File: src/asc_pkg.sv
// Package for the converter sequence control block
package asc_pkg;

  // ********************************************
  // Register offsets
  // ********************************************
  localparam logic [3:0] ADDR_CTRL_TWO = 4'h0;
  localparam logic [3:0] ADDR_IRQ_STATUS = 4'h1;
  localparam logic [3:0] ADDR_IRQ_MASK = 4'h2;
  localparam logic [3:0] ADDR_SEQ_STATE = 4'h3;

  // ********************************************
  // Field positions and masks
  // ********************************************
  localparam int REF_CFG_MSB = 15;
  localparam int REF_CFG_LSB = 13;
  localparam int OFFSET_CAL_POS = 12;
  localparam int SCAN_POS = 10;
  localparam int RSVD_READ_POS = 7;
  localparam int SEQ_IRQ_MSB = 5;
  localparam int SEQ_IRQ_LSB = 2;
  localparam int RSVD_ZERO_POS = 1;
  localparam int ALT_MUX_POS = 0;
  // Writable bits: 15-12, 10, 5-2, 1, 0
  localparam logic [15:0] CTRL_WRITE_MASK = 16'hf43f;
  localparam logic [15:0] CTRL_RESET = 16'h0000;
  localparam logic [2:0] REF_SUPPLY_GROUND = 3'h0;
  localparam logic [3:0] SEQ_IRQ_RESERVED = 4'hf;

  // ********************************************
  // Interrupt status bits
  // ********************************************
  localparam int IRQ_SEQ_POS = 0;
  localparam int IRQ_CAL_POS = 1;
  localparam int IRQ_RSVD_POS = 2;
  localparam int IRQ_WIDTH = 3;

  // ********************************************
  // Types
  // ********************************************
  typedef enum logic [1:0] {
    ASC_IDLE = 2'b00,
    ASC_SAMPLE = 2'b01,
    ASC_CONVERT = 2'b11
  } asc_phase_e;

  typedef struct packed {
    logic [2:0] ref_config_field;
    logic offset_cal_bit;
    logic scan_first_mux_bit;
    logic [3:0] sequences_per_irq_field;
    logic reserved_zero;
    logic alternate_mux_bit;
  } asc_ctrl_s;

  typedef struct packed {
    logic cal_mode;
    logic inputs_to_ground;
    logic switches_open;
    logic use_mux_b;
    logic scan_enable;
    logic [2:0] ref_select;
  } asc_analog_s;

endpackage

File: src/asc_seq_counter.sv
// Sequence counter raising the per-interrupt event
`timescale 1ns/10ps
`default_nettype none
module asc_seq_counter #(
  parameter int CNT_WIDTH = 4
) (
  input wire logic ref_clk,
  input wire logic resetn,
  input wire logic seq_done,
  input wire logic [CNT_WIDTH-1:0] seq_per_irq,
  input wire logic restart,
  output logic irq_event,
  output logic [CNT_WIDTH-1:0] seq_count
);

  typedef struct packed {
    logic [CNT_WIDTH-1:0] count;
    logic event_out;
  } asc_cnt_s;

  asc_cnt_s st;
  asc_cnt_s next_st;

  always_comb begin
    next_st = st;
    next_st.event_out = 1'b0;
    if (restart) begin
      next_st.count = '0;
    end else if (seq_done) begin
      // Code n raises an event after n+1 sequences
      if (st.count >= seq_per_irq) begin
        next_st.count = '0;
        next_st.event_out = 1'b1;
      end else begin
        next_st.count = st.count + 1'b1;
      end
    end
  end

  always_ff @(posedge ref_clk or negedge resetn) begin
    if (!resetn) begin
      st <= '0;
    end else begin
      st <= next_st;
    end
  end

  assign irq_event = st.event_out;
  assign seq_count = st.count;

endmodule
`default_nettype wire

File: src/asc_top.sv
// Converter sequence control: register, mux alternation, scan, calibration
// Operation
// - Top three bits pick references; 000 means analog supply and ground.
// - Offset calibration bit one converts offset; zero converts selected input.
// - During calibration inputs and switches disconnect, inputs tie to ground.
// - Calibration ignores pin configuration and selected channel.
// - Scan bit one scans first mux inputs outside calibration; zero does not scan.
// - Four-bit field sets sequences per interrupt; code 1111 reserved.
// - Alternate bit: first sample mux A, then B, A, B.
// - Unimplemented bits eleven, nine, eight, six read zero.
`timescale 1ns/10ps
`default_nettype none
module asc_top #(
  parameter int PIN_CFG_WIDTH = 12,
  parameter int CHAN_WIDTH = 4
) (
  input wire logic ref_clk,
  input wire logic resetn,
  input wire logic [3:0] addr,
  input wire logic [15:0] wdata,
  input wire logic wr_en,
  input wire logic rd_en,
  output logic [15:0] rdata,
  input wire logic sample_start,
  input wire logic seq_done,
  input wire logic [PIN_CFG_WIDTH-1:0] analog_pin_config_reg,
  input wire logic [CHAN_WIDTH-1:0] chan_sel_a,
  input wire logic [CHAN_WIDTH-1:0] chan_sel_b,
  output logic [PIN_CFG_WIDTH-1:0] pin_switch_en,
  output logic [CHAN_WIDTH-1:0] conv_channel,
  output logic inputs_to_ground,
  output logic [2:0] ref_select,
  output logic use_mux_b,
  output logic scan_enable,
  output logic cal_mode,
  output logic irq
);

  // ********************************************
  // State
  // ********************************************
  typedef struct packed {
    asc_pkg::asc_ctrl_s ctrl;
    logic [asc_pkg::IRQ_WIDTH-1:0] status;
    logic [asc_pkg::IRQ_WIDTH-1:0] mask;
    logic [15:0] rdata;
    logic next_is_b;
    asc_pkg::asc_phase_e phase;
    asc_pkg::asc_analog_s ana;
    logic [PIN_CFG_WIDTH-1:0] sw_en;
    logic [CHAN_WIDTH-1:0] chan;
    logic irq;
  } asc_state_s;

  asc_state_s st;
  asc_state_s next_st;
  logic seq_event;
  logic [3:0] seq_count;
  logic cal_restart;

  function automatic logic [15:0] ctrl_to_word(input asc_pkg::asc_ctrl_s c);
    logic [15:0] w;
    w = 16'h0000;
    w[asc_pkg::REF_CFG_MSB:asc_pkg::REF_CFG_LSB] = c.ref_config_field;
    w[asc_pkg::OFFSET_CAL_POS] = c.offset_cal_bit;
    w[asc_pkg::SCAN_POS] = c.scan_first_mux_bit;
    w[asc_pkg::SEQ_IRQ_MSB:asc_pkg::SEQ_IRQ_LSB] = c.sequences_per_irq_field;
    w[asc_pkg::RSVD_ZERO_POS] = c.reserved_zero;
    w[asc_pkg::ALT_MUX_POS] = c.alternate_mux_bit;
    return w;
  endfunction

  // Restart counting whenever software rewrites the control register
  assign cal_restart = wr_en && (addr == asc_pkg::ADDR_CTRL_TWO);

  asc_seq_counter #(
    .CNT_WIDTH(4)
  ) u_seq_counter (
    .ref_clk(ref_clk),
    .resetn(resetn),
    .seq_done(seq_done),
    .seq_per_irq(st.ctrl.sequences_per_irq_field),
    .restart(cal_restart),
    .irq_event(seq_event),
    .seq_count(seq_count)
  );

  // ********************************************
  // Next state
  // ********************************************
  always_comb begin
    logic [15:0] w;
    logic [asc_pkg::IRQ_WIDTH-1:0] set_bits;
    w = 16'h0000;
    set_bits = '0;
    next_st = st;
    next_st.rdata = 16'h0000;

    // Register writes
    if (wr_en) begin
      case (addr)
        asc_pkg::ADDR_CTRL_TWO: begin
          w = wdata & asc_pkg::CTRL_WRITE_MASK;
          next_st.ctrl.ref_config_field = w[asc_pkg::REF_CFG_MSB:asc_pkg::REF_CFG_LSB];
          next_st.ctrl.offset_cal_bit = w[asc_pkg::OFFSET_CAL_POS];
          next_st.ctrl.scan_first_mux_bit = w[asc_pkg::SCAN_POS];
          next_st.ctrl.sequences_per_irq_field = w[asc_pkg::SEQ_IRQ_MSB:asc_pkg::SEQ_IRQ_LSB];
          next_st.ctrl.reserved_zero = w[asc_pkg::RSVD_ZERO_POS];
          next_st.ctrl.alternate_mux_bit = w[asc_pkg::ALT_MUX_POS];
          next_st.next_is_b = 1'b0;
        end
        asc_pkg::ADDR_IRQ_STATUS: next_st.status = st.status & ~wdata[asc_pkg::IRQ_WIDTH-1:0];
        asc_pkg::ADDR_IRQ_MASK: next_st.mask = wdata[asc_pkg::IRQ_WIDTH-1:0];
        default: next_st.mask = st.mask;
      endcase
    end

    // Register reads, data one cycle later
    if (rd_en) begin
      case (addr)
        // Bits 11, 9, 8, 6 and 7 built as zero
        asc_pkg::ADDR_CTRL_TWO: next_st.rdata = ctrl_to_word(st.ctrl);
        asc_pkg::ADDR_IRQ_STATUS: next_st.rdata = {13'h0000, st.status};
        asc_pkg::ADDR_IRQ_MASK: next_st.rdata = {13'h0000, st.mask};
        asc_pkg::ADDR_SEQ_STATE: next_st.rdata = {8'h00, st.phase, st.next_is_b, 1'b0, seq_count};
        default: next_st.rdata = 16'h0000;
      endcase
    end

    // Sample phase and mux alternation
    case (st.phase)
      asc_pkg::ASC_IDLE: begin
        if (sample_start) begin
          next_st.phase = asc_pkg::ASC_SAMPLE;
        end
      end
      asc_pkg::ASC_SAMPLE: begin
        next_st.phase = asc_pkg::ASC_CONVERT;
      end
      asc_pkg::ASC_CONVERT: begin
        // Mux turn holds for the whole sequence, flips when it completes
        if (seq_done) begin
          next_st.phase = asc_pkg::ASC_IDLE;
          if (!cal_restart) begin
            next_st.next_is_b = st.ctrl.alternate_mux_bit && !st.next_is_b;
          end
        end
      end
      default: next_st.phase = asc_pkg::ASC_IDLE;
    endcase

    // Analog steering
    next_st.ana.ref_select = st.ctrl.ref_config_field;
    next_st.ana.cal_mode = st.ctrl.offset_cal_bit;
    next_st.ana.inputs_to_ground = st.ctrl.offset_cal_bit;
    next_st.ana.switches_open = st.ctrl.offset_cal_bit;
    next_st.ana.scan_enable = st.ctrl.scan_first_mux_bit && !st.ctrl.offset_cal_bit;
    next_st.ana.use_mux_b = st.ctrl.alternate_mux_bit && st.next_is_b &&
      !st.ctrl.offset_cal_bit;
    // Calibration overrides pin config and channel selection
    if (st.ctrl.offset_cal_bit) begin
      next_st.sw_en = '0;
      next_st.chan = '0;
    end else begin
      next_st.sw_en = analog_pin_config_reg;
      next_st.chan = (st.ctrl.alternate_mux_bit && st.next_is_b) ? chan_sel_b : chan_sel_a;
    end

    // Sticky events; set wins over clear
    set_bits[asc_pkg::IRQ_SEQ_POS] = seq_event;
    set_bits[asc_pkg::IRQ_CAL_POS] = seq_done && st.ctrl.offset_cal_bit;
    set_bits[asc_pkg::IRQ_RSVD_POS] = seq_done &&
      (st.ctrl.sequences_per_irq_field == asc_pkg::SEQ_IRQ_RESERVED);
    next_st.status = next_st.status | set_bits;
    next_st.irq = |(next_st.status & next_st.mask);
  end

  always_ff @(posedge ref_clk or negedge resetn) begin
    if (!resetn) begin
      st <= '0;
    end else begin
      st <= next_st;
    end
  end

  assign rdata = st.rdata;
  assign pin_switch_en = st.sw_en;
  assign conv_channel = st.chan;
  assign inputs_to_ground = st.ana.inputs_to_ground;
  assign ref_select = st.ana.ref_select;
  assign use_mux_b = st.ana.use_mux_b;
  assign scan_enable = st.ana.scan_enable;
  assign cal_mode = st.ana.cal_mode;
  assign irq = st.irq;

  // ********************************************
  // Checks
  // ********************************************
  AST_REF_FOLLOW: assert property (@(posedge ref_clk) disable iff (!resetn)
    1'b1 |=> ref_select == $past(st.ctrl.ref_config_field))
    else $error("reference select does not follow field");
  AST_CAL_MODE: assert property (@(posedge ref_clk) disable iff (!resetn)
    st.ctrl.offset_cal_bit |=> cal_mode)
    else $error("calibration mode not entered");
  AST_CAL_GROUND: assert property (@(posedge ref_clk) disable iff (!resetn)
    st.ctrl.offset_cal_bit |=> inputs_to_ground && pin_switch_en == '0)
    else $error("inputs not grounded in calibration");
  AST_CAL_NO_CHAN: assert property (@(posedge ref_clk) disable iff (!resetn)
    st.ctrl.offset_cal_bit |=> conv_channel == '0 && !use_mux_b)
    else $error("channel leaks into calibration");
  AST_SCAN: assert property (@(posedge ref_clk) disable iff (!resetn)
    !st.ctrl.scan_first_mux_bit |=> !scan_enable)
    else $error("scan active while disabled");
  AST_SEQ_ZERO: assert property (@(posedge ref_clk) disable iff (!resetn)
    st.ctrl.sequences_per_irq_field == 4'h0 && seq_done && !cal_restart |=> seq_event)
    else $error("no event after single sequence");
  AST_ALT_OFF: assert property (@(posedge ref_clk) disable iff (!resetn)
    !st.ctrl.alternate_mux_bit |=> !use_mux_b)
    else $error("mux B used without alternation");
  AST_UNIMPL_ZERO: assert property (@(posedge ref_clk) disable iff (!resetn)
    rd_en && addr == asc_pkg::ADDR_CTRL_TWO |=> (rdata & 16'h0bc0) == 16'h0000)
    else $error("unimplemented bits read nonzero");

  // ********************************************
  // Checks: modes and steering
  // ********************************************
  AST_REF_SUPPLY: assert property (@(posedge ref_clk) disable iff (!resetn)
    st.ctrl.ref_config_field == asc_pkg::REF_SUPPLY_GROUND |=>
    ref_select == asc_pkg::REF_SUPPLY_GROUND)
    else $error("supply references not selected");
  AST_MEASURE_MODE: assert property (@(posedge ref_clk) disable iff (!resetn)
    !st.ctrl.offset_cal_bit |=> !cal_mode && !inputs_to_ground)
    else $error("measure mode shows calibration");
  AST_MEASURE_PINS: assert property (@(posedge ref_clk) disable iff (!resetn)
    !st.ctrl.offset_cal_bit |=> pin_switch_en == $past(analog_pin_config_reg))
    else $error("pin switches do not follow pin configuration");
  AST_CAL_STATUS: assert property (@(posedge ref_clk) disable iff (!resetn)
    seq_done && st.ctrl.offset_cal_bit |=> st.status[asc_pkg::IRQ_CAL_POS])
    else $error("calibration done flag not set");
  AST_CAL_SWITCHES: assert property (@(posedge ref_clk) disable iff (!resetn)
    st.ctrl.offset_cal_bit |=> st.ana.switches_open)
    else $error("switches not opened in calibration");
  AST_SWITCHES_OPEN: assert property (@(posedge ref_clk) disable iff (!resetn)
    st.ana.switches_open |-> pin_switch_en == '0 && inputs_to_ground)
    else $error("open switches still connect inputs");
  AST_CAL_SCAN_OFF: assert property (@(posedge ref_clk) disable iff (!resetn)
    st.ctrl.offset_cal_bit |=> !scan_enable)
    else $error("scan active in calibration");
  AST_SCAN_ON: assert property (@(posedge ref_clk) disable iff (!resetn)
    st.ctrl.scan_first_mux_bit && !st.ctrl.offset_cal_bit |=> scan_enable)
    else $error("scan not active while enabled");
  AST_ALT_FIRST: assert property (@(posedge ref_clk) disable iff (!resetn)
    cal_restart |-> ##2 !use_mux_b)
    else $error("first sample after rewrite not on mux A");
  AST_ALT_TOGGLE: assert property (@(posedge ref_clk) disable iff (!resetn)
    st.phase == asc_pkg::ASC_CONVERT && seq_done && !cal_restart &&
    st.ctrl.alternate_mux_bit |=> st.next_is_b != $past(st.next_is_b))
    else $error("mux turn did not alternate");
  AST_ALT_HOLD: assert property (@(posedge ref_clk) disable iff (!resetn)
    st.phase != asc_pkg::ASC_CONVERT && !cal_restart |=> st.next_is_b == $past(st.next_is_b))
    else $error("mux turn changed outside a sequence end");
  AST_CHAN_A: assert property (@(posedge ref_clk) disable iff (!resetn)
    !st.ctrl.alternate_mux_bit && !st.ctrl.offset_cal_bit |=>
    conv_channel == $past(chan_sel_a))
    else $error("mux A channel not applied");
  AST_CHAN_B: assert property (@(posedge ref_clk) disable iff (!resetn)
    st.ctrl.alternate_mux_bit && st.next_is_b && !st.ctrl.offset_cal_bit |=>
    use_mux_b && conv_channel == $past(chan_sel_b))
    else $error("mux B turn not applied");
  AST_SEQ_PHASE: assert property (@(posedge ref_clk) disable iff (!resetn)
    st.phase == asc_pkg::ASC_SAMPLE |=> st.phase == asc_pkg::ASC_CONVERT)
    else $error("sample phase not followed by conversion");

  // ********************************************
  // Checks: events and bus
  // ********************************************
  AST_SEQ_STATUS: assert property (@(posedge ref_clk) disable iff (!resetn)
    seq_event |=> st.status[asc_pkg::IRQ_SEQ_POS])
    else $error("sequence event not latched");
  AST_SEQ_ONE_HOLD: assert property (@(posedge ref_clk) disable iff (!resetn)
    st.ctrl.sequences_per_irq_field == 4'h1 && seq_done && !cal_restart &&
    seq_count == 4'h0 |=> !seq_event && seq_count == 4'h1)
    else $error("event raised after first of two sequences");
  AST_SEQ_ONE_FIRE: assert property (@(posedge ref_clk) disable iff (!resetn)
    st.ctrl.sequences_per_irq_field == 4'h1 && seq_done && !cal_restart &&
    seq_count == 4'h1 |=> seq_event && seq_count == 4'h0)
    else $error("no event after second sequence");
  AST_SEQ_RESTART: assert property (@(posedge ref_clk) disable iff (!resetn)
    cal_restart |=> seq_count == 4'h0 && !seq_event)
    else $error("sequence count not restarted");
  AST_RSVD_STATUS: assert property (@(posedge ref_clk) disable iff (!resetn)
    seq_done && st.ctrl.sequences_per_irq_field == asc_pkg::SEQ_IRQ_RESERVED |=>
    st.status[asc_pkg::IRQ_RSVD_POS])
    else $error("reserved code flag not set");
  AST_STATUS_STICKY: assert property (@(posedge ref_clk) disable iff (!resetn)
    st.status[asc_pkg::IRQ_SEQ_POS] && !(wr_en && addr == asc_pkg::ADDR_IRQ_STATUS) |=>
    st.status[asc_pkg::IRQ_SEQ_POS])
    else $error("sequence flag lost without clear");
  AST_STATUS_CLEAR: assert property (@(posedge ref_clk) disable iff (!resetn)
    wr_en && addr == asc_pkg::ADDR_IRQ_STATUS && wdata[asc_pkg::IRQ_CAL_POS] &&
    !(seq_done && st.ctrl.offset_cal_bit) |=> !st.status[asc_pkg::IRQ_CAL_POS])
    else $error("calibration flag not cleared");
  AST_IRQ_MASKED: assert property (@(posedge ref_clk) disable iff (!resetn)
    st.mask == '0 && !wr_en |=> !irq)
    else $error("interrupt raised while fully masked");
  AST_RDATA_IDLE: assert property (@(posedge ref_clk) disable iff (!resetn)
    !rd_en |=> rdata == 16'h0000)
    else $error("read data not zero without a read");
  AST_CTRL_READBACK: assert property (@(posedge ref_clk) disable iff (!resetn)
    rd_en && addr == asc_pkg::ADDR_CTRL_TWO |=>
    rdata[asc_pkg::REF_CFG_MSB:asc_pkg::REF_CFG_LSB] == $past(st.ctrl.ref_config_field))
    else $error("reference field does not read back");

endmodule
`default_nettype wire

File: config.mk
export PLATFORM = sky130hd
export DESIGN_NAME = asc_top
export DESIGN_NICKNAME = d
export VERILOG_FILES = /design/src/asc_pkg.sv /design/src/asc_seq_counter.sv /design/src/asc_top.sv
export SDC_FILE = /design/constraint.sdc
export NUM_CORES = 1
export LEC_CHECK = 0
export ABC_CLOCK_PERIOD_IN_PS = 3280
export BUFFER_PORTS_ARGS = -buffer_cell sky130_fd_sc_hd__clkbuf_2
export CAP_MARGIN = 20
export CORE_ASPECT_RATIO = 2
export CORE_MARGIN = 1
export CORE_UTILIZATION = 28
export CTS_CLUSTER_SIZE = 14
export DETAILED_ROUTE_END_ITERATION = 6
export GPL_ROUTABILITY_DRIVEN = 0
export GPL_TIMING_DRIVEN = 0
export PLACE_DENSITY = 0.54
export SLEW_MARGIN = 10
export SYNTH_ARGS = -nofsm -noshare
export SYNTH_HDL_FRONTEND = slang
export SYNTH_HIERARCHICAL = 1
export SYNTH_SLANG_ARGS = --single-unit
export TNS_END_PERCENT = 5
File: constraint.sdc
create_clock -name ref_clk -period 3.28 [get_ports ref_clk]
set_clock_uncertainty 0.15 [all_clocks]
set_input_delay 0.492 -clock ref_clk [delete_from_list [all_inputs] [get_ports ref_clk]]
set_output_delay 0.492 -clock ref_clk [all_outputs]
set_load 0.03 [all_outputs]
== After elaboration in Yosys (flattened, before gate mapping) ==
Index checks and enable logic that the tools add are counted.
Storage, ports and cells
  bits in registers: 64
  input bits: 46
  logic and storage cells: 68
Operators by class
  $add $sub $neg: 1
  order comparisons: 1
  equal/unequal tests: 8
  muxes and demuxes: 19
  bitwise operators: 4
  reduce and logical (&&, ||, !) cells: 15
Operators by type and width (number)
  16-bit one-hot mux with 4 select lines: 1
  16-bit two-way mux: 2
  4-bit two-way mux: 3
  3-bit two-way mux: 3
  4-bit by 2-bit == test with 1-bit output, second input constant: 2
  1-bit logical AND: 7
  3-bit AND: 2
  1-bit two-way mux: 6
  6-bit two-way mux: 1
  2-bit one-hot mux with 3 select lines: 1
  5-bit two-way mux: 1
  4-bit by 1-bit adder with 4-bit output, second input constant: 1
  4-bit by 1-bit == test with 1-bit output, second input constant: 1
  4-bit == test, second input constant: 1
  4-bit >= comparator: 1
  4-bit logical NOT: 1
  2-bit inequality test, second input constant: 2
  2-bit AND reduction: 2
  3-bit NOT: 1
  3-bit bitwise OR: 1
  3-bit OR reduction: 1
  2-bit by 1-bit == test with 1-bit output, second input constant: 1
  2-bit == test, second input constant: 1
  1-bit logical NOT: 2
  3 further kinds: 3

== Longest topological paths before layout ==
Gate-level depths: netlist of the first run.
  word-level depth: 7
  mapped depth: 6
  gate-level depth less buffers: 6

== By module ==
The synthesis of the first run kept the hierarchy.
By module, submodules not included
  asc_top: times used 1, cells each 203, area an instance 2397.3 um^2, sequential area each 1401.3 um^2
  asc_seq_counter: times used 1, cells each 36, area an instance 367.9 um^2, sequential area each 125.1 um^2

== Least setup slack after synthesis of the first run ==
OpenSTA, ideal clock, no wires.
  path kind: input port to flip-flop
  from: input addr[3]
  to: register st, in the netlist next_st[17]
  library setup time: 128 ps
  data arrival time: 1616 ps
  path slack: 1386 ps
  stages: 5
  path buffers: 2
  cell sequence: or3_1 buf_6 nor2_4 buf_6 mux2_1
On the way
  word-level cells in the longest chain between the ends: 2
RTL lines
  from (decl): line asc_top.sv:19  | input wire logic [3:0] addr,
  4-bit logical NOT: line asc_top.sv:101  | case (addr)
  2-bit AND reduction (no line)
  to (signal assigned): line asc_top.sv:182  | st <= next_st;
  to (decl): line asc_top.sv:55  | asc_state_s st;
No other way between the ends.
A chain may end at the register's enable or synchronous reset.

== Worst setup path in the final report of the first run ==
  from: register u_seq_counter.st, in the netlist u_seq_counter/seq_count[0]
  to: register u_seq_counter.st, in the netlist u_seq_counter/seq_count[1]
On the way
  word-level cells in the longest chain between the ends: 4
RTL lines
  from (decl): line asc_seq_counter.sv:21  | asc_cnt_s st;
  from (signal assigned): line asc_seq_counter.sv:44  | st <= next_st;
  4-bit by 1-bit adder with 4-bit output / 4-bit >= comparator (equally long branches): line asc_seq_counter.sv:35, asc_seq_counter.sv:31
  4-bit two-way mux *: line asc_seq_counter.sv:31  | if (st.count >= seq_per_irq) begin
  5-bit two-way mux *: line asc_seq_counter.sv:29  | end else if (seq_done) begin
  4-bit two-way mux *: line asc_seq_counter.sv:27  | if (restart) begin
Every way passes the cells marked *; elsewhere a longest branch is shown, timed or not. The select of a mux whose other input is x is not followed.

==> results of run 1 <==
[registers in the layout, indices dropped and copies added, names as in the netlist]
signal	flops
conv_channel	4
inputs_to_ground	1
irq	1
next_st	4
pin_switch_en	12
rdata	13
ref_select	3
scan_enable	1
st	16
u_seq_counter/irq_event	1
u_seq_counter/seq_count	4
use_mux_b	1
[report_power, final]
group,internal (W),switching [W],total [W]
clock network,0.000703,0.000322,0.00103
logic,0.000301,0.000391,0.000691
registers,0.000904,0.000102,0.00101
total,0.00191,0.000814,0.00272
[cells in the final DEF, fill, tap and decap left out, drive strengths merged]
master,instances
a2111oi,1
a21boi,1
a21o,1
a21oi,11
a221o,1
a22oi,1
and2,7
buf,41
bufinv,2
clkbuf,91
clkinv,2
conb,3
dfrtp,61
dlygate4sd3,1
ha,5
inv,6
mux2,13
mux2i,7
nand2,15
nand2b,7
nand3,13
nor2,9
nor2b,14
nor3,3
nor3b,3
nor4b,1
o211ai,2
o21a,1
o21ai,6
o22a,3
o22ai,1
or3,1
or3b,1
[what timing repair did]
action	in CTS	in global routing
hold buffers	1	0
setup endpoints to repair	0	0
gates resized for setup	0	0
hold endpoints to repair	10	0
[synthesized netlist by cell type, drive strengths merged]
| cell type | instances |
|---|---|
| inv | 6 |
| o22a | 3 |
| mux2 | 13 |
| or3b | 1 |
| nand2b | 7 |
| nor3b | 3 |
| nand3 | 13 |
| nor2 | 9 |
| a221o | 1 |
| nor3 | 3 |
| o21a | 1 |
| or3 | 1 |
| ha | 5 |
| nand2 | 15 |
| dfrtp | 61 |
| clkbuf | 3 |
| a2111oi | 1 |
| o211ai | 2 |
| a21o | 1 |
| a22oi | 1 |
| o22ai | 1 |
| mux2i | 7 |
| o21ai | 6 |
| buf | 40 |
| a21boi | 1 |
| a21oi | 11 |
| nor4b | 1 |
| nor2b | 14 |
| and2 | 7 |
| conb | 1 |
[layout make-up]
class / instances / area, um^2
plain buffers: 43 / 314.1
clock buffers: 12 / 256.5
clock inverters: 4 / 70.07
fillers: 947 / 5951
inverters: 6 / 22.52
multi-input cells: 131 / 909.6
flip-flops and latches: 61 / 1526
well taps: 132 / 165.2
repair buffers: 78 / 420.4
[logic make-up (layout without fill, tap and decap cells)]
logic type | count (synthesis) | after routing | synth area share (%)
flops | 61 | 61 | 55.20
mux | 20 | 20 | 7.828
other cells | 1 | 3 | 0.1356
compound gates | 29 | 29 | 7.512
buf+inv | 49 | 143 | 12.17
simple gates | 74 | 74 | 14.89
fa+ha+maj | 5 | 5 | 2.262
[routing by layer]
layer,track usage [%],up-vias,part of all wire [%]
li1,-,943,-
met1,12.52,928,37
met2,23.41,52,57
met3,3.258,12,3.8
met4,7.121,0,2.6
met5,0,-,0
[critical path, stage by stage, from the launching register on]
cell	delay [ps]
dfrtp_1	440
inv_1	90
ha_1	290
nand2b_4	150
a2111oi_4	490
o211ai_1	160
a21oi_1	160
[worst min path at each step]
stage                                         from          endpoint  slack, ps  cells after the start
after floorplan                             resetn   conv_channel[0]         50                      0
after detailed placement                    resetn          rdata[0]        220                      1
after CTS                 analog_pin_config_reg[5]  pin_switch_en[5]        220                      2
after global placement                 next_st[17]     ref_select[0]        220                      0
final                                     wdata[5]            st[55]        230                      2
after global routing                     wdata[15]       next_st[19]        230                      2
[metrics by stage]
stage	util (%)	worst slack, ps	cells
6_report	38.24	1270	467
5_1_grt	38.24	1091	467
4_1_cts	38.24	1272	467
3_5_place_dp	34.75	1093	450
3_3_place_gp	34.44	1105	449
2_1_floorplan	-	1386	241
==> impl_metrics.yaml, run 1 <==
floorplanning:
  dieWidth_um: 72.27
  coreArea_mm2: 0.009635
  initial_core_util_pct: 28.70
  die-area_mm2: 0.01030
  rows: 51
  die_h_um: 142.5
  ioPinCount: 86
cells_and_area:
  diodes: 0
  final_area_mm2: 0.003685
  syn_to_final_growth_pct: 33.26
  nNetsFinal: 381
  drive_gt1_share_pct: 43.28
routing:
  firstDrtPassIters: 4
  viasPerCell: 4.143
  drt_drc_violations_left: 0
  wl_per_cell_um: 12.72
  drt_iter0_drc: 64
  via_count: 1935
  wirelength_um: 5939
  ant_nets: 0
global_routing:
  grt_pass1_wl_um: 9591
  antenna_found_initial: 0
  grt_max_degree: 52
  overflow: 0
  grt_usage_pct: 12.74
  grt_pass1_vias: 1901
outcome:
  outcome: "complete, no violations"
setup_path:
  startpoint_type: "flop"
  rrSetupSlack_ps: 1270
  reg2reg_depth: 6
  path_max_fanout: 5
  crit_type: "flop to flop"
  worstSetupEndpointType: "flop"
  r2r-start: "u_seq_counter/seq_count[0]"
  cp.required_ps: 3380
  crit_start: "u_seq_counter/seq_count[0]"
  timing.rr.end: "u_seq_counter/seq_count[1]"
  critPathArrivalTime_ps: 2110
  endpoint: "u_seq_counter/seq_count[1]"
power_and_ir_drop:
  power_w: 0.002722
  power_density_mw_per_mm2: 738.8
  p_leak_nw: 1.856
  peakVddDrop_v: 0.0002797
cts:
  clock_latency_ps: 330
  cts_tree: "yes"
  root_buffer: "clkbuf_16"
  postCtsSetupRepairBufs: 0
  cts_buffers: 9
  clk_transition_reported_paths_ps: 50
  clockBufferDepth: 2
  cts_sinks: 61
  h-tree-depth: 3
synthesis:
  syn-mean-instance-area_um2: 11.57
  netlist_instances: 239
  synth.cell_area_mm2: 0.002765
  yosysTopAreaCell: "dfrtp_1"
  yosysWarnings: 6
  yosysTopAreaCellShare_pct: 55.20
  ys_seq_elements: 61
  synth_cell_types: 38
  yosysSeqAreaShare_pct: 55.20
  synthTopCellsByArea: "dfrtp_1, buf_4, mux2_1, nor2b_1, mux2i_1"
placed_design:
  port_buffers: 76
  dpl.hpwl_um: 4482
  dpl_cell_area_mm2: 0.003348
sta:
  slew_violations: 0
  fin_crit_sh_pct: 61.30
  fmax_mhz: 497.4
  finalHoldViolCount: 0
  max_slew.worst_pin.slew_ps: 613.6
  rsz0062_at_grt: "false"
  hold_slack_ps: 232.1
  setup_viol: 0
  slew_headroom_pct: 58.78
  period_minus_slack_ps: 2010
  tns_ps: 0
flow_run:
  cap_violations: 0
worst_hold_path:
  hold_class: "primary input to flop"
(Power assumes the default switching activity.)
==> run 2: changes to the inputs <==
--- a/config.mk
+++ b/config.mk
@@ -5,7 +5,7 @@
 export SDC_FILE = /design/constraint.sdc
 export NUM_CORES = 1
 export LEC_CHECK = 0
-export ABC_CLOCK_PERIOD_IN_PS = 3280
+export ABC_CLOCK_PERIOD_IN_PS = 1800
 export BUFFER_PORTS_ARGS = -buffer_cell sky130_fd_sc_hd__clkbuf_2
 export CAP_MARGIN = 20
 export CORE_ASPECT_RATIO = 2
@@ -15,7 +15,7 @@
 export DETAILED_ROUTE_END_ITERATION = 6
 export GPL_ROUTABILITY_DRIVEN = 0
 export GPL_TIMING_DRIVEN = 0
-export PLACE_DENSITY = 0.54
+export PLACE_DENSITY = 0.56
 export SLEW_MARGIN = 10
 export SYNTH_ARGS = -nofsm -noshare
 export SYNTH_HDL_FRONTEND = slang
==> constraint.sdc (replaced) <==
create_clock -name ref_clk -period 1.8 [get_ports ref_clk]
set_clock_uncertainty 0.15 [all_clocks]
set_input_delay 0.27 -clock ref_clk [delete_from_list [all_inputs] [get_ports ref_clk]]
set_output_delay 0.27 -clock ref_clk [all_outputs]
set_load 0.03 [all_outputs]
==> run 2 against run 1 <==
Against the previous run: the flow now finishes with violations (setup timing); register-to-register slack worse by 1300 ps; critical path depth unchanged; non-clock buffer count increased by 7; largest cell class unchanged; maximum frequency up 11%; cell area is 1.8% higher; wire length grew 2.0%; via count increased by 2.5%.
==> impl_metrics.yaml, run 2 (same netlist as run 1, synthesis figures left out) <==
power_and_ir_drop:
  p_clk_share_pct: 36.9
  swShare_pct: 30.79
  p_switching_w: 0.001538
  seqPwrFrac_pct: 36.4
  intPower_w: 0.003458
  combPwrFrac_pct: 26.7
  power_w: 0.004996
  p_leak_nw: 1.873
  peakVddDrop_v: 0.0004956
  power_density_mw_per_mm2: 1332
setup_path:
  path_max_fanout: 5
  critical-path-max-stage-delay_ps: 480
  cp.required_ps: 1900
  r2r-start: "u_seq_counter/seq_count[0]"
  slowest_stage: "a2111oi_4"
  crit_type: "flop to flop"
  rrSetupSlack_ps: -10
  path_cells: "inv_2, ha_4, nand2b_4, a2111oi_4, o22ai_1, a21oi_1"
  critPathArrivalTime_ps: 1920
  crit_start: "u_seq_counter/seq_count[0]"
  worstSetupEndpointType: "flop"
  startpoint_type: "flop"
placed_design:
  dp_cells: 450
  dpl.hpwl_um: 4671
  port_buffers: 76
  dpl_cell_area_mm2: 0.003341
floorplanning:
  rows: 51
  die_h_um: 142.5
  coreArea_mm2: 0.009635
  initial_core_util_pct: 28.70
  die-area_mm2: 0.01030
  ioPinCount: 86
  dieWidth_um: 72.27
cells_and_area:
  largest_reg_flops: 16
  final.fill_count: 950
  regMostFlops: "st"
  final_cell_mix: "clkbuf_2, dfrtp_1, buf_4"
  nNetsFinal: 388
  instances_no_fill: 474
  drive_gt1_share_pct: 44.44
  layout_commonest_cell: "clkbuf_2"
  register_area_mm2: 0.001528
  multi_input_area_um2: 922.1
  diodes: 0
  final_area_mm2: 0.003750
  syn_to_final_growth_pct: 35.61
sta:
  setup_viol: 1
  fin_crit_sh_pct: 100.8
  rsz0062_at_grt: "true"
  slew_headroom_pct: 59.22
  slew_violations: 0
  period_minus_slack_ps: 1814
  fmax_mhz: 551.2
  hold_slack_ps: 10.54
  max_slew.worst_pin.slew_ps: 607.1
  tns_ps: -14.17
  finalHoldViolCount: 0
  setup_slack_ps: -14.17
global_routing:
  antenna_found_initial: 0
  grt_pass1_wl_um: 9591
  grt_max_degree: 42
  grt_usage_pct: 12.93
  overflow: 0
  grt_pass1_vias: 2005
routing:
  ant_nets: 0
  wirelength_um: 6057
  firstDrtPassIters: 4
  via_count: 1984
  wl_per_cell_um: 12.78
  viasPerCell: 4.186
  drt_iter0_drc: 56
  drt_drc_violations_left: 0
cts:
  cts_buffers: 9
  cts_tree: "yes"
  root_buffer: "clkbuf_16"
  cts_sinks: 61
  clk_transition_reported_paths_ps: 50
  h-tree-depth: 3
  clockBufferDepth: 2
  clock_latency_ps: 330
worst_hold_path:
  hold_path.startpoint: "wdata[12]"
  hold_class: "primary input to flop"
flow_run:
  cap_violations: 0
outcome:
  outcome: "finished with violations"
  violations: "setup timing"
## run 2: critical path, delay by kind of cell, from the launching register on
kind / cells / cell delay, ps
AO/OA/AOI/OAI: 3 / 770
flip-flops: 1 / 400
adder cells (fa/ha/maj): 1 / 190
AND/OR/NAND/NOR: 1 / 140
buffers and inverters: 1 / 80
## run 2: power groups by stage
stage                     clock network [W]  registers, W  logic [W]
after floorplan                           0       0.00184   0.000906
after global placement                    0       0.00185    0.00123
after detailed placement                  0       0.00186    0.00127
after CTS                           0.00190       0.00181    0.00133
after global routing                0.00196       0.00185    0.00146
final                               0.00185       0.00182    0.00133
## run 2: what timing repair did
| action | CTS | global route |
|---|---|---|
| hold buffers | 5 | 0 |
| endpoints found under the setup margin | 5 | 4 |
| endpoints found under the hold margin | 24 | 0 |
| gates resized for setup | 1 | 3 |
| pin swaps | 4 | 5 |
| setup buffers | 2 | 1 |
## run 2: final timing paths
| path | to | cells past startpoint |
|---|---|---|
| worst min-delay path | next_st[22] | 2 |
| worst max register to register | u_seq_counter/seq_count[3] | 6 |
| max in group asynchronous | u_seq_counter/seq_count[0] | 3 |
| worst min register to register | ref_select[0] | 0 |
| min in group asynchronous | ref_select[1] | 2 |
| worst max-delay path | u_seq_counter/seq_count[3] | 6 |
## run 2: layer usage
metal | vias up | routed length (um) | track usage (%)
met1 | 950 | 1981 | 11.28
met2 | 54 | 3613 | 24.69
met3 | 17 | 259 | 3.966
li1 | 963 | - | -
met5 | - | 0 | 0
met4 | 0 | 203 | 7.637
## run 2: cell type report
type / count / share of cell area, %
flip-flops and latches: 61 / 40.74
well taps: 132 / 4.404
inverters: 6 / 0.6006
clock inverters: 7 / 2.603
plain buffers: 43 / 8.375
repair buffers: 85 / 12.68
clock buffers: 9 / 6.006
multi-input cells: 131 / 24.59
## run 2: per-stage QoR
| stage | util (%) | setup WS, ps |
|---|---|---|
| after floorplan | - | 35.57 |
| after global placement | 34.44 | -175.1 |
| after detailed placement | 34.67 | -177.7 |
| after CTS | 38.71 | -1.317 |
| after global routing | 38.92 | -88.90 |
| final | 38.92 | -14.17 |
==> run 3: changes to the inputs <==
--- a/config.mk
+++ b/config.mk
@@ -6,16 +6,16 @@
 export NUM_CORES = 1
 export LEC_CHECK = 0
 export ABC_CLOCK_PERIOD_IN_PS = 1800
-export BUFFER_PORTS_ARGS = -buffer_cell sky130_fd_sc_hd__clkbuf_2
 export CAP_MARGIN = 20
 export CORE_ASPECT_RATIO = 2
 export CORE_MARGIN = 1
 export CORE_UTILIZATION = 28
 export CTS_CLUSTER_SIZE = 14
 export DETAILED_ROUTE_END_ITERATION = 6
+export DONT_BUFFER_PORTS = 1
 export GPL_ROUTABILITY_DRIVEN = 0
 export GPL_TIMING_DRIVEN = 0
-export PLACE_DENSITY = 0.56
+export PLACE_DENSITY = 0.41
 export SLEW_MARGIN = 10
 export SYNTH_ARGS = -nofsm -noshare
 export SYNTH_HDL_FRONTEND = slang
==> run 3 against run 2 <==
Against the previous run: the flow finishes with violations (DRC, hold timing); global-route usage increased by 0.51 points; register-to-register slack improved by 50 ps; power decreased by 7.6%; critical path type unchanged; critical endpoint is now u_seq_counter/seq_count[0]; largest cell class unchanged.
==> impl_metrics.yaml, run 3 (same netlist as run 1, synthesis figures left out) <==
global_routing:
  grt_max_degree: 62
  grt_pass1_wl_um: 10070
  grt_pass1_vias: 1916
  overflow: 0
  antenna_found_initial: 0
  grt_usage_pct: 13.44
setup_path:
  critPathArrivalTime_ps: 1860
  crit_type: "flop to flop"
  slowest_stage: "dfrtp_2"
  worstSetupEndpointType: "flop"
  cp.required_ps: 1900
  path_max_fanout: 5
  critical-path-max-stage-delay_ps: 420
  path_cells: "inv_4, ha_4, nand2b_4, a2111oi_4, buf_4, o211ai_1, a21oi_1"
  startpoint_type: "flop"
cts:
  root_buffer: "clkbuf_16"
  cts_buffers: 9
  clk_transition_reported_paths_ps: 50
  clock_latency_ps: 320
  clockBufferDepth: 2
  cts_hold_buffers: 38
  cts_tree: "yes"
  h-tree-depth: 3
  cts_sinks: 61
cells_and_area:
  layout_commonest_cell: "dfrtp_1"
  final.fill_count: 974
  regMostFlops: "st"
  final_cell_mix: "dfrtp_1, buf_4, dlygate4sd3_1"
  nNetsFinal: 343
  diodes: 0
  final_area_mm2: 0.003623
  largest_reg_flops: 16
  drive_gt1_share_pct: 24.32
  syn_to_final_growth_pct: 31.04
power_and_ir_drop:
  power_density_mw_per_mm2: 1274
  peakVddDrop_v: 0.0005137
  p_leak_nw: 1.640
routing:
  wl_per_cell_um: 14.50
  drt_iter0_drc: 66
  viasPerCell: 4.280
  via_count: 1832
  drt_drc_violations_left: 2
  firstDrtPassIters: 6
  wirelength_um: 6207
  ant_nets: 0
floorplanning:
  dieWidth_um: 72.27
  die-area_mm2: 0.01030
  ioPinCount: 86
  die_h_um: 142.5
  rows: 51
  coreArea_mm2: 0.009635
  initial_core_util_pct: 28.70
placed_design:
  dpl.hpwl_um: 4335
  dpl_cell_area_mm2: 0.002938
  port_buffers: 0
sta:
  slew_headroom_pct: 53.07
  hold_slack_ps: -509.0
  fmax_mhz: 566.4
  slew_violations: 0
  setup_viol: 0
  finalHoldViolCount: 61
  period_minus_slack_ps: 1765
  tns_ps: 0
  max_slew.worst_pin.slew_ps: 698.6
  fin_crit_sh_pct: 98.08
  rsz0062_at_grt: "true"
outcome:
  outcome: "finished with violations"
  violations: "DRC, hold timing"
worst_hold_path:
  hold_class: "primary input to async pin"
flow_run:
  cap_violations: 0
## run 3: report_power, final
part	internal [W]	leakage (nW)	switching [W]
clock network	0.000954	0.129	0.000540
registers	0.00165	0.770	0.000234
logic	0.000586	0.740	0.000650
total	0.00319	1.64	0.00142
## run 3: through the flow
step,std cells,total power (W),utilization (%),setup WS (ps)
CTS,428,0.004645,37.32,3.482
floorplan,241,0.002750,-,35.57
global placement,373,0.002943,30.49,-249.3
detailed placement,373,0.002966,30.49,-233.8
finish,428,0.004618,37.61,34.60
global route,428,0.004905,37.61,-74.77
## run 3: metal layers
metal,global-route usage (%),vias to the layer above,share of wire [%]
li1,-,869,-
met1,14.50,888,35
met2,23.12,58,56
met3,3.116,17,4.5
met4,8.359,0,3.7
met5,0,-,0
## run 3: path summary, 6_finish.rpt
kind / startpoint / to / slack (ps) / depth (start not counted)
min in group ref_clk: wdata[1] / st[48] / 10 / 3
worst max register to register: u_seq_counter/seq_count[0] / u_seq_counter/seq_count[0] / 30 / 7
worst min-delay path: resetn / conv_channel[3] / -510 / 0
worst max-delay path: u_seq_counter/seq_count[0] / u_seq_counter/seq_count[0] / 30 / 7
worst min register to register: next_st[19] / ref_select[2] / 230 / 0
max in group asynchronous: resetn / rdata[3] / 1890 / 0
## run 3: cell type report
class	count	area [um^2]	area share, %
well taps	132	165.2	4.558
clock inverters	2	10.01	0.2762
plain buffers	43	314.1	8.667
clock buffers	13	250.2	6.906
repair buffers	40	395.4	10.91
flip-flops and latches	61	1529	42.20
inverters	6	25.02	0.6906
multi-input cells	131	934.6	25.79
## run 3: timing repair
| action | 4_1_cts | 5_1_grt |
|---|---|---|
| endpoints found under the setup margin | 5 | 4 |
| hold endpoints to repair | 104 | 61 |
| gates cloned | 0 | 0 |
| resized for setup | 3 | 3 |
| setup buffers | 2 | 0 |
| pin swaps | 1 | 1 |
## run 3: critical path, delay by kind of cell (launching register included)
kind                       cells  cell delay (ps)
buffers and inverters          2              270
and+or+nand+nor                1              140
DFF                            1              420
AOI/OAI and AO/OA              3              510
adders and majority gates      1              190
